==> src/hw/ara_pkg.sv <==
package ara_pkg;
    // Register byte offsets; the converter's own map is byte addressed.
    localparam logic [7:0] ADDR_STAT_CTRL   = 8'h57;
    localparam logic [7:0] ADDR_CLK_CTRL    = 8'h58;
    localparam logic [7:0] ADDR_RES_HIGH    = 8'h59;
    localparam logic [7:0] ADDR_RES_LOW     = 8'h5a;
    localparam logic [7:0] ADDR_SCAN_CH1    = 8'h5b;
    localparam logic [7:0] ADDR_SCAN_CH2    = 8'h5c;
    localparam logic [7:0] ADDR_SCAN_CH3    = 8'h5d;
    localparam logic [7:0] ADDR_SCAN_CTRL   = 8'h5e;
    localparam logic [7:0] ADDR_IRQ_STATUS  = 8'h60;
    localparam logic [7:0] ADDR_IRQ_MASK    = 8'h61;

    // Status/control fields.
    localparam int STAT_DONE_BIT  = 7;
    localparam int STAT_IEN_BIT   = 6;
    localparam int STAT_CONT_BIT  = 5;
    // Clock control fields: format lives in bits 3:2.
    localparam int CLK_FMT_LSB    = 2;
    // Scan control fields.
    localparam int SCAN_EN_BIT    = 2;
    localparam int SCAN_LEN_LSB   = 0;
    // Interrupt status fields.
    localparam int IRQ_CONV_BIT   = 0;
    localparam int IRQ_LOST_BIT   = 1;

    localparam logic [7:0] RESET_BYTE = 8'h00;

    typedef enum logic [1:0] {
        ARA_FMT_TRUNC  = 2'b00,
        ARA_FMT_RIGHT  = 2'b01,
        ARA_FMT_LEFT   = 2'b10,
        ARA_FMT_SIGNED = 2'b11
    } ara_fmt_e;

    localparam ara_fmt_e FMT_RESET = ARA_FMT_RIGHT;
endpackage

==> src/hw/ara_fmt_if.sv <==
`timescale 1ns/1ps
interface ara_fmt_if;
    import ara_pkg::*;
    ara_fmt_e   fmt;
    logic [9:0] result;
    logic [7:0] high_byte;
    logic [7:0] low_byte;
    modport formatter (input fmt, input result, output high_byte, output low_byte);
    modport user (output fmt, output result, input high_byte, input low_byte);
endinterface

==> src/hw/ara_formatter.sv <==
`timescale 1ns/1ps
module ara_formatter
    import ara_pkg::*;
(
    ara_fmt_if.formatter f
);
    always_comb begin
        case (f.fmt)
            ARA_FMT_TRUNC: begin
                f.high_byte = 8'h00;
                f.low_byte  = f.result[9:2];
            end
            ARA_FMT_RIGHT: begin
                f.high_byte = {6'h00, f.result[9:8]};
                f.low_byte  = f.result[7:0];
            end
            ARA_FMT_LEFT: begin
                f.high_byte = f.result[9:2];
                f.low_byte  = {f.result[1:0], 6'h00};
            end
            ARA_FMT_SIGNED: begin
                f.high_byte = {~f.result[9], f.result[8:2]};
                f.low_byte  = {f.result[1:0], 6'h00};
            end
            default: begin
                f.high_byte = 8'h00;
                f.low_byte  = 8'h00;
            end
        endcase
    end
endmodule

==> src/hw/ara_top.sv <==
// The strobed register port was decided locally.
`timescale 1ns/1ps
// Functional notes
// - High and low result bytes together form one 16-bit word holding the 10-bit result in the justified formats.
// - Truncated format: low byte holds bits 9:2, high byte reads zero.
// - Truncated format rewrites the low byte on every conversion, no interlock.
// - Right-justified: bits 9:8 in high byte 1:0, bits 7:0 in low byte.
// - Left-justified: bits 9:2 in high byte, bits 1:0 in low byte 7:6.
// - Signed left-justified inverts result bit 9 in high byte bit 7.
// - Justified formats update both bytes on each single-channel completion unless the low byte is frozen.
// - Reading the high byte freezes low byte; results dropped until low byte read.
// - Both primary result bytes are read-only and reset to zero.
// - Auto-scan in truncated format stores channels 1 to 3 in own registers.
// - Two-bit scan length selects channels 0 only up to channels 0-3; reset clears.
// - Scan enable turns auto-scan on when one; reset clears it.
// - Two-bit format field selects layout; reset selects right-justified.
// - Without interrupts, done flag sets per conversion, clears on result read.
// - With interrupts, request rises per conversion, drops on result read or status write.
module ara_top
    import ara_pkg::*;
(
    input  wire logic       clk,
    input  wire logic       rst,
    input  wire logic [7:0] addr,
    input  wire logic [7:0] wdata,
    input  wire logic       wr,
    input  wire logic       rd,
    output logic      [7:0] rdata,
    input  wire logic       conv_done,
    input  wire logic [9:0] conv_result,
    output logic      [1:0] scan_channel,
    output logic            continuous_conversion,
    output logic            conversion_irq,
    output logic            irq
);

    ////////////////////////////////////////////////////////////////////////////
    // Control registers.

    logic             conversion_irq_enable_q;
    logic             continuous_q;
    logic [4:0]       chan_sel_q;
    logic [7:0]       clk_ctrl_q;
    logic             scan_enable_q;
    logic [1:0]       scan_len_q;
    logic [1:0]       irq_mask_q;
    logic [1:0]       irq_status_q;
    logic [7:0]       result_high_byte_q;
    logic [7:0]       result_low_byte_q;
    logic [7:0]       scan_res_q [1:3];
    logic             low_frozen_q;
    logic             done_flag_q;
    logic             conv_irq_q;
    logic [1:0]       chan_q;
    logic [7:0]       rdata_q;
    logic             irq_q;

    ara_fmt_e   fmt;
    logic       wr_stat;
    logic       rd_high;
    logic       rd_low;
    logic       accept;
    logic       drop;
    logic       scanning;

    assign fmt      = ara_fmt_e'(clk_ctrl_q[CLK_FMT_LSB +: 2]);
    assign wr_stat  = wr && (addr == ADDR_STAT_CTRL);
    assign rd_high  = rd && (addr == ADDR_RES_HIGH);
    assign rd_low   = rd && (addr == ADDR_RES_LOW);
    assign scanning = scan_enable_q;

    always_ff @(posedge clk) begin
        if (rst) begin
            conversion_irq_enable_q <= 1'b0;
            continuous_q            <= 1'b0;
            chan_sel_q              <= 5'h00;
            clk_ctrl_q              <= {4'h0, FMT_RESET, 2'h0};
            scan_enable_q           <= 1'b0;
            scan_len_q              <= 2'h0;
            irq_mask_q              <= 2'h0;
        end else if (wr) begin
            case (addr)
                ADDR_STAT_CTRL: begin
                    conversion_irq_enable_q <= wdata[STAT_IEN_BIT];
                    continuous_q            <= wdata[STAT_CONT_BIT];
                    chan_sel_q              <= wdata[4:0];
                end
                ADDR_CLK_CTRL:  clk_ctrl_q  <= wdata;
                ADDR_SCAN_CTRL: begin
                    scan_enable_q <= wdata[SCAN_EN_BIT];
                    scan_len_q    <= wdata[SCAN_LEN_LSB +: 2];
                end
                ADDR_IRQ_MASK:  irq_mask_q  <= wdata[1:0];
                default: ;
            endcase
        end
    end

    ////////////////////////////////////////////////////////////////////////////
    // Result formatting and the high/low interlock.

    ara_fmt_if fif ();
    assign fif.fmt    = scanning ? ARA_FMT_TRUNC : fmt;
    assign fif.result = conv_result;

    ara_formatter u_fmt (
        .f (fif.formatter)
    );

    // The interlock only guards the justified formats; truncated has none.
    // A high byte read in the same cycle as a completion already counts as a
    // freeze, otherwise the low byte would move under a pair that is half read.
    assign drop   = conv_done && (low_frozen_q || rd_high)
                    && (fmt != ARA_FMT_TRUNC) && !scanning;
    assign accept = conv_done && !drop;

    always_ff @(posedge clk) begin
        if (rst) begin
            low_frozen_q <= 1'b0;
        end else if (rd_low || fmt == ARA_FMT_TRUNC || scanning) begin
            low_frozen_q <= 1'b0;
        end else if (rd_high) begin
            low_frozen_q <= 1'b1;
        end
    end

    // Writes never reach the result bytes; only conversions do.
    always_ff @(posedge clk) begin
        if (rst) begin
            result_high_byte_q <= RESET_BYTE;
            result_low_byte_q  <= RESET_BYTE;
        end else if (accept && (!scanning || chan_q == 2'd0)) begin
            result_high_byte_q <= fif.high_byte;
            result_low_byte_q  <= fif.low_byte;
        end
    end

    // Channel step counter for auto-scan; wraps after the last enabled one.
    always_ff @(posedge clk) begin
        if (rst || !scanning) begin
            chan_q <= 2'd0;
        end else if (conv_done) begin
            chan_q <= (chan_q >= scan_len_q) ? 2'd0 : chan_q + 2'd1;
        end
    end

    genvar gi;
    generate
        for (gi = 1; gi <= 3; gi++) begin : g_scan
            always_ff @(posedge clk) begin
                if (rst) begin
                    scan_res_q[gi] <= RESET_BYTE;
                end else if (conv_done && scanning && fmt == ARA_FMT_TRUNC
                             && chan_q == 2'(gi)) begin
                    scan_res_q[gi] <= fif.low_byte;
                end
            end
        end
    endgenerate

    ////////////////////////////////////////////////////////////////////////////
    // Completion flag and converter interrupt.

    always_ff @(posedge clk) begin
        if (rst) begin
            done_flag_q <= 1'b0;
        end else if (conv_done && !conversion_irq_enable_q) begin
            done_flag_q <= 1'b1;
        end else if (rd_high || rd_low || conversion_irq_enable_q) begin
            done_flag_q <= 1'b0;
        end
    end

    always_ff @(posedge clk) begin
        if (rst) begin
            conv_irq_q <= 1'b0;
        end else if (conv_done && conversion_irq_enable_q) begin
            conv_irq_q <= 1'b1;
        end else if (rd_high || rd_low || wr_stat) begin
            conv_irq_q <= 1'b0;
        end
    end

    // Sticky events: set wins over a simultaneous write-one clear.
    logic [1:0] irq_set;
    assign irq_set = {drop, conv_done};

    always_ff @(posedge clk) begin
        if (rst) begin
            irq_status_q <= 2'h0;
        end else begin
            irq_status_q <= irq_set |
                (irq_status_q & ~((wr && addr == ADDR_IRQ_STATUS) ? wdata[1:0] : 2'h0));
        end
    end

    always_ff @(posedge clk) begin
        if (rst) begin
            irq_q <= 1'b0;
        end else begin
            irq_q <= |((irq_status_q | irq_set) & irq_mask_q);
        end
    end

    ////////////////////////////////////////////////////////////////////////////
    // Read port.

    always_ff @(posedge clk) begin
        if (rst) begin
            rdata_q <= 8'h00;
        end else if (rd) begin
            case (addr)
                ADDR_STAT_CTRL:  rdata_q <= {done_flag_q, conversion_irq_enable_q,
                                             continuous_q, chan_sel_q};
                ADDR_CLK_CTRL:   rdata_q <= clk_ctrl_q;
                ADDR_RES_HIGH:   rdata_q <= result_high_byte_q;
                ADDR_RES_LOW:    rdata_q <= result_low_byte_q;
                ADDR_SCAN_CH1:   rdata_q <= scan_res_q[1];
                ADDR_SCAN_CH2:   rdata_q <= scan_res_q[2];
                ADDR_SCAN_CH3:   rdata_q <= scan_res_q[3];
                ADDR_SCAN_CTRL:  rdata_q <= {5'h00, scan_enable_q, scan_len_q};
                ADDR_IRQ_STATUS: rdata_q <= {6'h00, irq_status_q};
                ADDR_IRQ_MASK:   rdata_q <= {6'h00, irq_mask_q};
                default:         rdata_q <= 8'h00;
            endcase
        end else begin
            rdata_q <= 8'h00;
        end
    end

    assign rdata                 = rdata_q;
    assign scan_channel          = chan_q;
    assign continuous_conversion = continuous_q;
    assign conversion_irq        = conv_irq_q;
    assign irq                   = irq_q;

    ////////////////////////////////////////////////////////////////////////////
    // Checks.

    property p_trunc_high_zero;
        @(posedge clk) disable iff (rst)
        (fmt == ARA_FMT_TRUNC && conv_done && !scanning) |=> result_high_byte_q == 8'h00;
    endproperty
    a_trunc_high_zero: assert property (p_trunc_high_zero)
        else $error("high byte not zero after truncated conversion");

    property p_trunc_no_lock;
        @(posedge clk) disable iff (rst)
        (fmt == ARA_FMT_TRUNC && conv_done && !scanning) |=>
            result_low_byte_q == $past(conv_result[9:2]);
    endproperty
    a_trunc_no_lock: assert property (p_trunc_no_lock)
        else $error("truncated low byte not rewritten");

    property p_right_just;
        @(posedge clk) disable iff (rst)
        (fmt == ARA_FMT_RIGHT && accept && !scanning) |=>
            {result_high_byte_q, result_low_byte_q} == {6'h00, $past(conv_result)};
    endproperty
    a_right_just: assert property (p_right_just)
        else $error("right-justified layout wrong");

    property p_left_just;
        @(posedge clk) disable iff (rst)
        (fmt == ARA_FMT_LEFT && accept && !scanning) |=>
            {result_high_byte_q, result_low_byte_q} == {$past(conv_result), 6'h00};
    endproperty
    a_left_just: assert property (p_left_just)
        else $error("left-justified layout wrong");

    property p_signed_just;
        @(posedge clk) disable iff (rst)
        (fmt == ARA_FMT_SIGNED && accept && !scanning) |=>
            result_high_byte_q[7] == !$past(conv_result[9]);
    endproperty
    a_signed_just: assert property (p_signed_just)
        else $error("signed format sign bit not inverted");

    property p_freeze;
        @(posedge clk) disable iff (rst)
        (conv_done && (low_frozen_q || rd_high) && fmt != ARA_FMT_TRUNC && !scanning)
            |=> $stable(result_low_byte_q) && $stable(result_high_byte_q);
    endproperty
    a_freeze: assert property (p_freeze)
        else $error("low byte changed while frozen");

    property p_done_flag;
        @(posedge clk) disable iff (rst)
        (conv_done && !conversion_irq_enable_q) |=> done_flag_q;
    endproperty
    a_done_flag: assert property (p_done_flag)
        else $error("done flag not set");

    property p_irq_drop;
        @(posedge clk) disable iff (rst)
        (wr_stat && !conv_done) |=> !conv_irq_q;
    endproperty
    a_irq_drop: assert property (p_irq_drop)
        else $error("converter interrupt not dropped on status write");

    property p_scan_wrap;
        @(posedge clk) disable iff (rst)
        (scanning && conv_done && chan_q == scan_len_q && $stable(scan_enable_q))
            |=> chan_q == 2'd0;
    endproperty
    a_scan_wrap: assert property (p_scan_wrap)
        else $error("scan did not wrap after last channel");

    property p_freeze_set;
        @(posedge clk) disable iff (rst)
        (rd_high && fmt != ARA_FMT_TRUNC && !scanning) |=> low_frozen_q;
    endproperty
    a_freeze_set: assert property (p_freeze_set)
        else $error("high byte read did not freeze the low byte");

    property p_scan_low;
        @(posedge clk) disable iff (rst)
        (scanning && conv_done && chan_q == 2'd0) |=>
            result_low_byte_q == $past(conv_result[9:2]);
    endproperty
    a_scan_low: assert property (p_scan_low)
        else $error("channel 0 scan result not in low byte");

    property p_scan_store;
        @(posedge clk) disable iff (rst)
        (scanning && conv_done && fmt == ARA_FMT_TRUNC && chan_q == 2'd1) |=>
            scan_res_q[1] == $past(conv_result[9:2]);
    endproperty
    a_scan_store: assert property (p_scan_store)
        else $error("channel 1 scan result not stored");

    property p_result_ro;
        @(posedge clk) disable iff (rst)
        (wr && !conv_done) |=> $stable(result_high_byte_q) && $stable(result_low_byte_q);
    endproperty
    a_result_ro: assert property (p_result_ro)
        else $error("result byte changed without a conversion");

    property p_done_clear;
        @(posedge clk) disable iff (rst)
        ((rd_high || rd_low) && !conv_done) |=> !done_flag_q;
    endproperty
    a_done_clear: assert property (p_done_clear)
        else $error("done flag not cleared by result read");

    c_freeze:    cover property (@(posedge clk) disable iff (rst) drop);
    c_scan3:     cover property (@(posedge clk) disable iff (rst)
                                 scanning && conv_done && chan_q == 2'd3);
    c_irq:       cover property (@(posedge clk) disable iff (rst) conv_irq_q);
    c_signed:    cover property (@(posedge clk) disable iff (rst)
                                 fmt == ARA_FMT_SIGNED && accept);
endmodule

==> config.mk <==
export PLATFORM = sky130hd
export DESIGN_NAME = ara_top
export DESIGN_NICKNAME = d
export VERILOG_FILES = /design/src/hw/ara_pkg.sv /design/src/hw/ara_fmt_if.sv /design/src/hw/ara_formatter.sv /design/src/hw/ara_top.sv
export SDC_FILE = /design/constraint.sdc
export NUM_CORES = 1
export LEC_CHECK = 0
export BUFFER_PORTS_ARGS = -buffer_cell sky130_fd_sc_hd__buf_4
export CORE_ASPECT_RATIO = 1.1
export CORE_MARGIN = 2
export CORE_UTILIZATION = 35
export CTS_CLUSTER_DIAMETER = 40
export DETAILED_ROUTE_END_ITERATION = 7
export GPL_TIMING_DRIVEN = 0
export PLACE_DENSITY = 0.53
export SLEW_MARGIN = 40
export SYNTH_ARGS = -nofsm -noshare
export SYNTH_HDL_FRONTEND = slang
export SYNTH_SLANG_ARGS = --single-unit
==> constraint.sdc <==
create_clock -name clk -period 2.45 [get_ports clk]
set_input_delay 0.735 -clock clk [delete_from_list [all_inputs] [get_ports clk]]
set_output_delay 0.735 -clock clk [all_outputs]
set_load 0.02 [all_outputs]
==> results by stage <==
Hold path:
- The path class of the tightest hold or removal check is reg2reg.

Logic synthesis:
- The proportion of synthesized flip-flops having asynchronous set or reset is 0.
- Of the synthesized area, sequential elements account for 0.465.
- The Yosys warning count is 0.
- After synthesis the cells add up to 0.00379 mm^2.
- The commonest register cell after synthesis is sky130_fd_sc_hd__dfxtp_1.
- The synthesized area per cell is 9.57 um^2.
- The synthesized design contains 24 enable-type register cells.
- When the netlist entered floorplanning its net count stood at 433.
- The number of instances in the synthesized netlist is 396.
- In this run, synthesis produced a sequential element count of 76.
- The count of different cell masters after synthesis is 58.

Timing:
- Setup repair after global routing left no endpoint under its margin.
- Setup total negative slack on the finished layout was measured at 0 ns.
- The final critical-path share of the clock period is 0.864.
- The highest clock rate is 472 MHz.
- Headroom to the max-slew limit came out at 0.553.
- Between clock sinks in the finished design, the worst skew comes to 0.00356 ns.
- The final setup slack of the worst path is 0.332 ns.
- The number of hold-slack violations in the final timing report is 0.
- The time the worst path needs with I/O delays and setup is 2.12 ns.
- The slew of the pin with the lowest slew margin is 0.671 ns.
- Setup violations remaining at the end of the flow were counted as 0.
- The max-slew violation total from the final report is 0.

Global route:
- The number of antenna violations at the first check in global routing is 0.
- The global-route total usage across every layer is 0.201.
- The number of global-route vias before repair was 3066.
- The pin count of the biggest net entering global routing is 14.
- The first global-routing pass estimated 17300 um of wire.
- The remaining global-route overflow is 0.

Placement:
- The worst slack after detailed placement is 0.0419 ns.
- Routability-driven placement finished with a final weighted congestion of 0.896.
- The wire-length estimate of the detail-placed layout is 8120 um.
- In this run the tool buffered the top-level ports with 39 buffer cells.

Clocking:
- The buffers inserted during post-CTS setup optimization is 0.
- The quantity of gates resized following cts is 0.
- The number of buffers inserted for hold repair after clock tree synthesis is 0.
- The clock tree synthesis step divided the H-tree into 3 levels.
- TritonCTS built the clock tree.
- The maximum clock path buffer count is 2.
- The tree built by TritonCTS fans out to 76 sinks.
- The clock reaches the later pin of the worst-skew pair after 0.34 ns.
- Buffers inserted during clock tree synthesis total 9.
- After clock tree synthesis, the clock-pin slew on the worst setup and hold paths is 0.06 ns.
- The cell at the root of the clock tree is sky130_fd_sc_hd__clkbuf_16.

Worst setup path:
- Among all stages on the critical path, the largest delay is contributed by sky130_fd_sc_hd__clkbuf_1.
- The kind of start point of the critical path is an input port.
- Data on the critical path arrives at its endpoint at 2.31 ns.
- The critical path goes through buf_4 -> clkbuf_1 -> clkbuf_1 -> o21ai_0 -> a21oi_1 -> a21oi_1.
- The worst-path maximum fanout is 10.
- The critical path is of the in2reg type.
- STA classifies the critical path endpoint as a flip-flop.
- The required time of the critical path is 2.64 ns.
- The critical path's largest stage delay is 0.49 ns.

Routing:
- The sum of routed wire length over all layers is 11100 um.
- For this run, design rule violations remaining after detail routing come to 0.
- The number of design-rule violations left by the first detailed-router iteration is 267.
- In this run the remaining antenna-violating nets after routing total 0.
- The detailed-router iteration count before antenna repair is 5.
- The per-cell routed wire length is 18.7 um.
- In the routed layout, each cell is associated on average with a via count of 5.29.
- For this block, the via count after detailed routing is 3145.

Run:
- The max-capacitance violation count is 0.

Floorplanning:
- The core footprint is 0.0105 mm^2.
- The total die area is 0.0117 mm^2.
- The effective utilization at floorplan is 0.361.
- From bottom edge to top edge, the die measures 113 um.
- The number of placed I/O pins is 44.
- The number of placement rows is 39.
- The die is 103 um wide.

Power:
- The net switching share of the total power is 0.232.
- The share of total power dissipated in combinational logic is 0.084.
- The share of total power dissipated in sequential elements is 0.465.
- The power per cell area is 632 mW/mm^2.
- The worst-case vdd ir drop is 0.245 mV.
- The leakage power figure is 1.75 nW.
- The total net switching power is 0.666 mW.
- The share of power burned in the clock network is 0.451.
- Cell internal power was estimated by the tool at 2.21 mW.

Finish:
- The fraction of layout instances using a drive strength above 1 is 0.204.
- The total inserted antenna cells is 0.
- The net total in the final layout is 483.
- The area growth from synthesis to layout is 20.1%.
- Leaving out fill and tap cells, the most frequent cell in the layout is sky130_fd_sc_hd__nor2_1.
- Leaving out fill and tap cells, the most frequent cells in the layout are 62 x sky130_fd_sc_hd__nor2_1, 52 x sky130_fd_sc_hd__dfxtp_1, 44 x sky130_fd_sc_hd__buf_4.

Status:
- The flow ran to the end, and the final reports show no timing, DRC or antenna violations.
==> critical path, delay by kind of cell <==
kind / cells / cell delay (ns)
buffers and inverters: 3 / 1.07
AO/OA/AOI/OAI: 3 / 0.50
==> stage by stage <==
step	hold slack, ns	power (mW)	cells	utilization	instance area, um^2
2_1_floorplan	0.429	1.50	396	-	3790
3_3_place_gp	0.438	1.60	578	0.406	4260
3_5_place_dp	0.447	1.60	578	0.406	4260
4_1_cts	0.455	2.90	594	0.434	4550
5_1_grt	0.462	2.98	594	0.434	4550
6_report	0.453	2.88	594	0.434	4550
==> synthesized netlist by cell type, types with 3 or more instances <==
library cell / instances / area (um^2)
sky130_fd_sc_hd__a211oi_2: 7 / 87.6
sky130_fd_sc_hd__a21o_1: 3 / 22.5
sky130_fd_sc_hd__a21oi_1: 42 / 210
sky130_fd_sc_hd__a221oi_1: 5 / 43.8
sky130_fd_sc_hd__a22oi_1: 8 / 60.1
sky130_fd_sc_hd__and3_1: 5 / 31.3
sky130_fd_sc_hd__buf_2: 4 / 20.0
sky130_fd_sc_hd__buf_4: 5 / 37.5
sky130_fd_sc_hd__buf_6: 4 / 45.0
sky130_fd_sc_hd__clkbuf_1: 12 / 45.0
sky130_fd_sc_hd__dfxtp_1: 52 / 1040
sky130_fd_sc_hd__edfxtp_1: 24 / 721
sky130_fd_sc_hd__ha_1: 6 / 75.1
sky130_fd_sc_hd__inv_1: 6 / 22.5
sky130_fd_sc_hd__mux2_2: 3 / 33.8
sky130_fd_sc_hd__mux2i_1: 21 / 210
sky130_fd_sc_hd__mux4_2: 5 / 113
sky130_fd_sc_hd__nand2_1: 39 / 146
sky130_fd_sc_hd__nand2b_1: 5 / 31.3
sky130_fd_sc_hd__nand3_1: 10 / 50.1
sky130_fd_sc_hd__nand4_1: 4 / 25.0
sky130_fd_sc_hd__nor2_1: 62 / 233
sky130_fd_sc_hd__nor2b_1: 12 / 75.1
sky130_fd_sc_hd__nor3_1: 8 / 40.0
sky130_fd_sc_hd__o21ai_0: 5 / 25.0
sky130_fd_sc_hd__or3_1: 3 / 18.8
==> state kept, by name (all words and copies together), names as in the netlist, 2 cells and up <==
register,cells
clk_ctrl_q,8
scan_res_q,24
rdata,8
irq_status_q,2
scan_channel,2
irq_mask_q,2
scan_len_q,2
result_low_byte_q,8
chan_sel_q,5
result_high_byte_q,8
==> cell families (layout without fill, tap and decap cells) <==
family	after synthesis	in the layout	synth area share
adder cells (fa/ha/maj)	6	6	0.0198
flip-flops	76	76	0.465
multiplexers	29	29	0.0941
XOR/XNOR	1	1	0.00231
AND/OR/NAND/NOR	166	166	0.213
AO/OA/AOI/OAI	86	86	0.155
buffers and inverters	32	87	0.0502
==> cell type report <==
type	instances	area (um^2)
multi-input cells	288	1840
clock buffers	11	233
well taps	143	179
plain buffers	26	169
flip-flops and latches	76	1760
fillers	1035	5940
clock inverters	5	55.1
inverters	6	22.5
repair buffers	39	293
==> power by group through the flow <==
| stage | sequential [mW] | combinational (mW) | clock, mW |
|---|---|---|---|
| finish | 1.34 | 0.240 | 1.30 |
| detailed placement | 1.37 | 0.238 | 0 |
| global route | 1.34 | 0.258 | 1.38 |
| CTS | 1.34 | 0.239 | 1.32 |
| global placement | 1.36 | 0.238 | 0 |
| floorplan | 1.36 | 0.139 | 0 |
==> per-layer routing <==
| metal | GRT usage | wire [um] | up-vias |
|---|---|---|---|
| met3 | 0.0457 | 520 | 15 |
| met4 | 0.0737 | 224 | 0 |
| li1 | - | - | 1517 |
| met1 | 0.269 | 5080 | 1518 |
| met2 | 0.316 | 5290 | 95 |
| met5 | 0 | 0 | - |
==> final timing paths <==
path	from	to	slack (ns)	depth (start not counted)
setup / recovery	addr[1]	rdata[1]	0.33	6
hold / removal	result_low_byte_q[7]	result_low_byte_q[7]	0.45	2
setup reg to reg	clk_ctrl_q[3]	result_high_byte_q[6]	0.64	8
hold reg to reg	result_low_byte_q[7]	result_low_byte_q[7]	0.45	2
(Power assumes the default switching activity.)
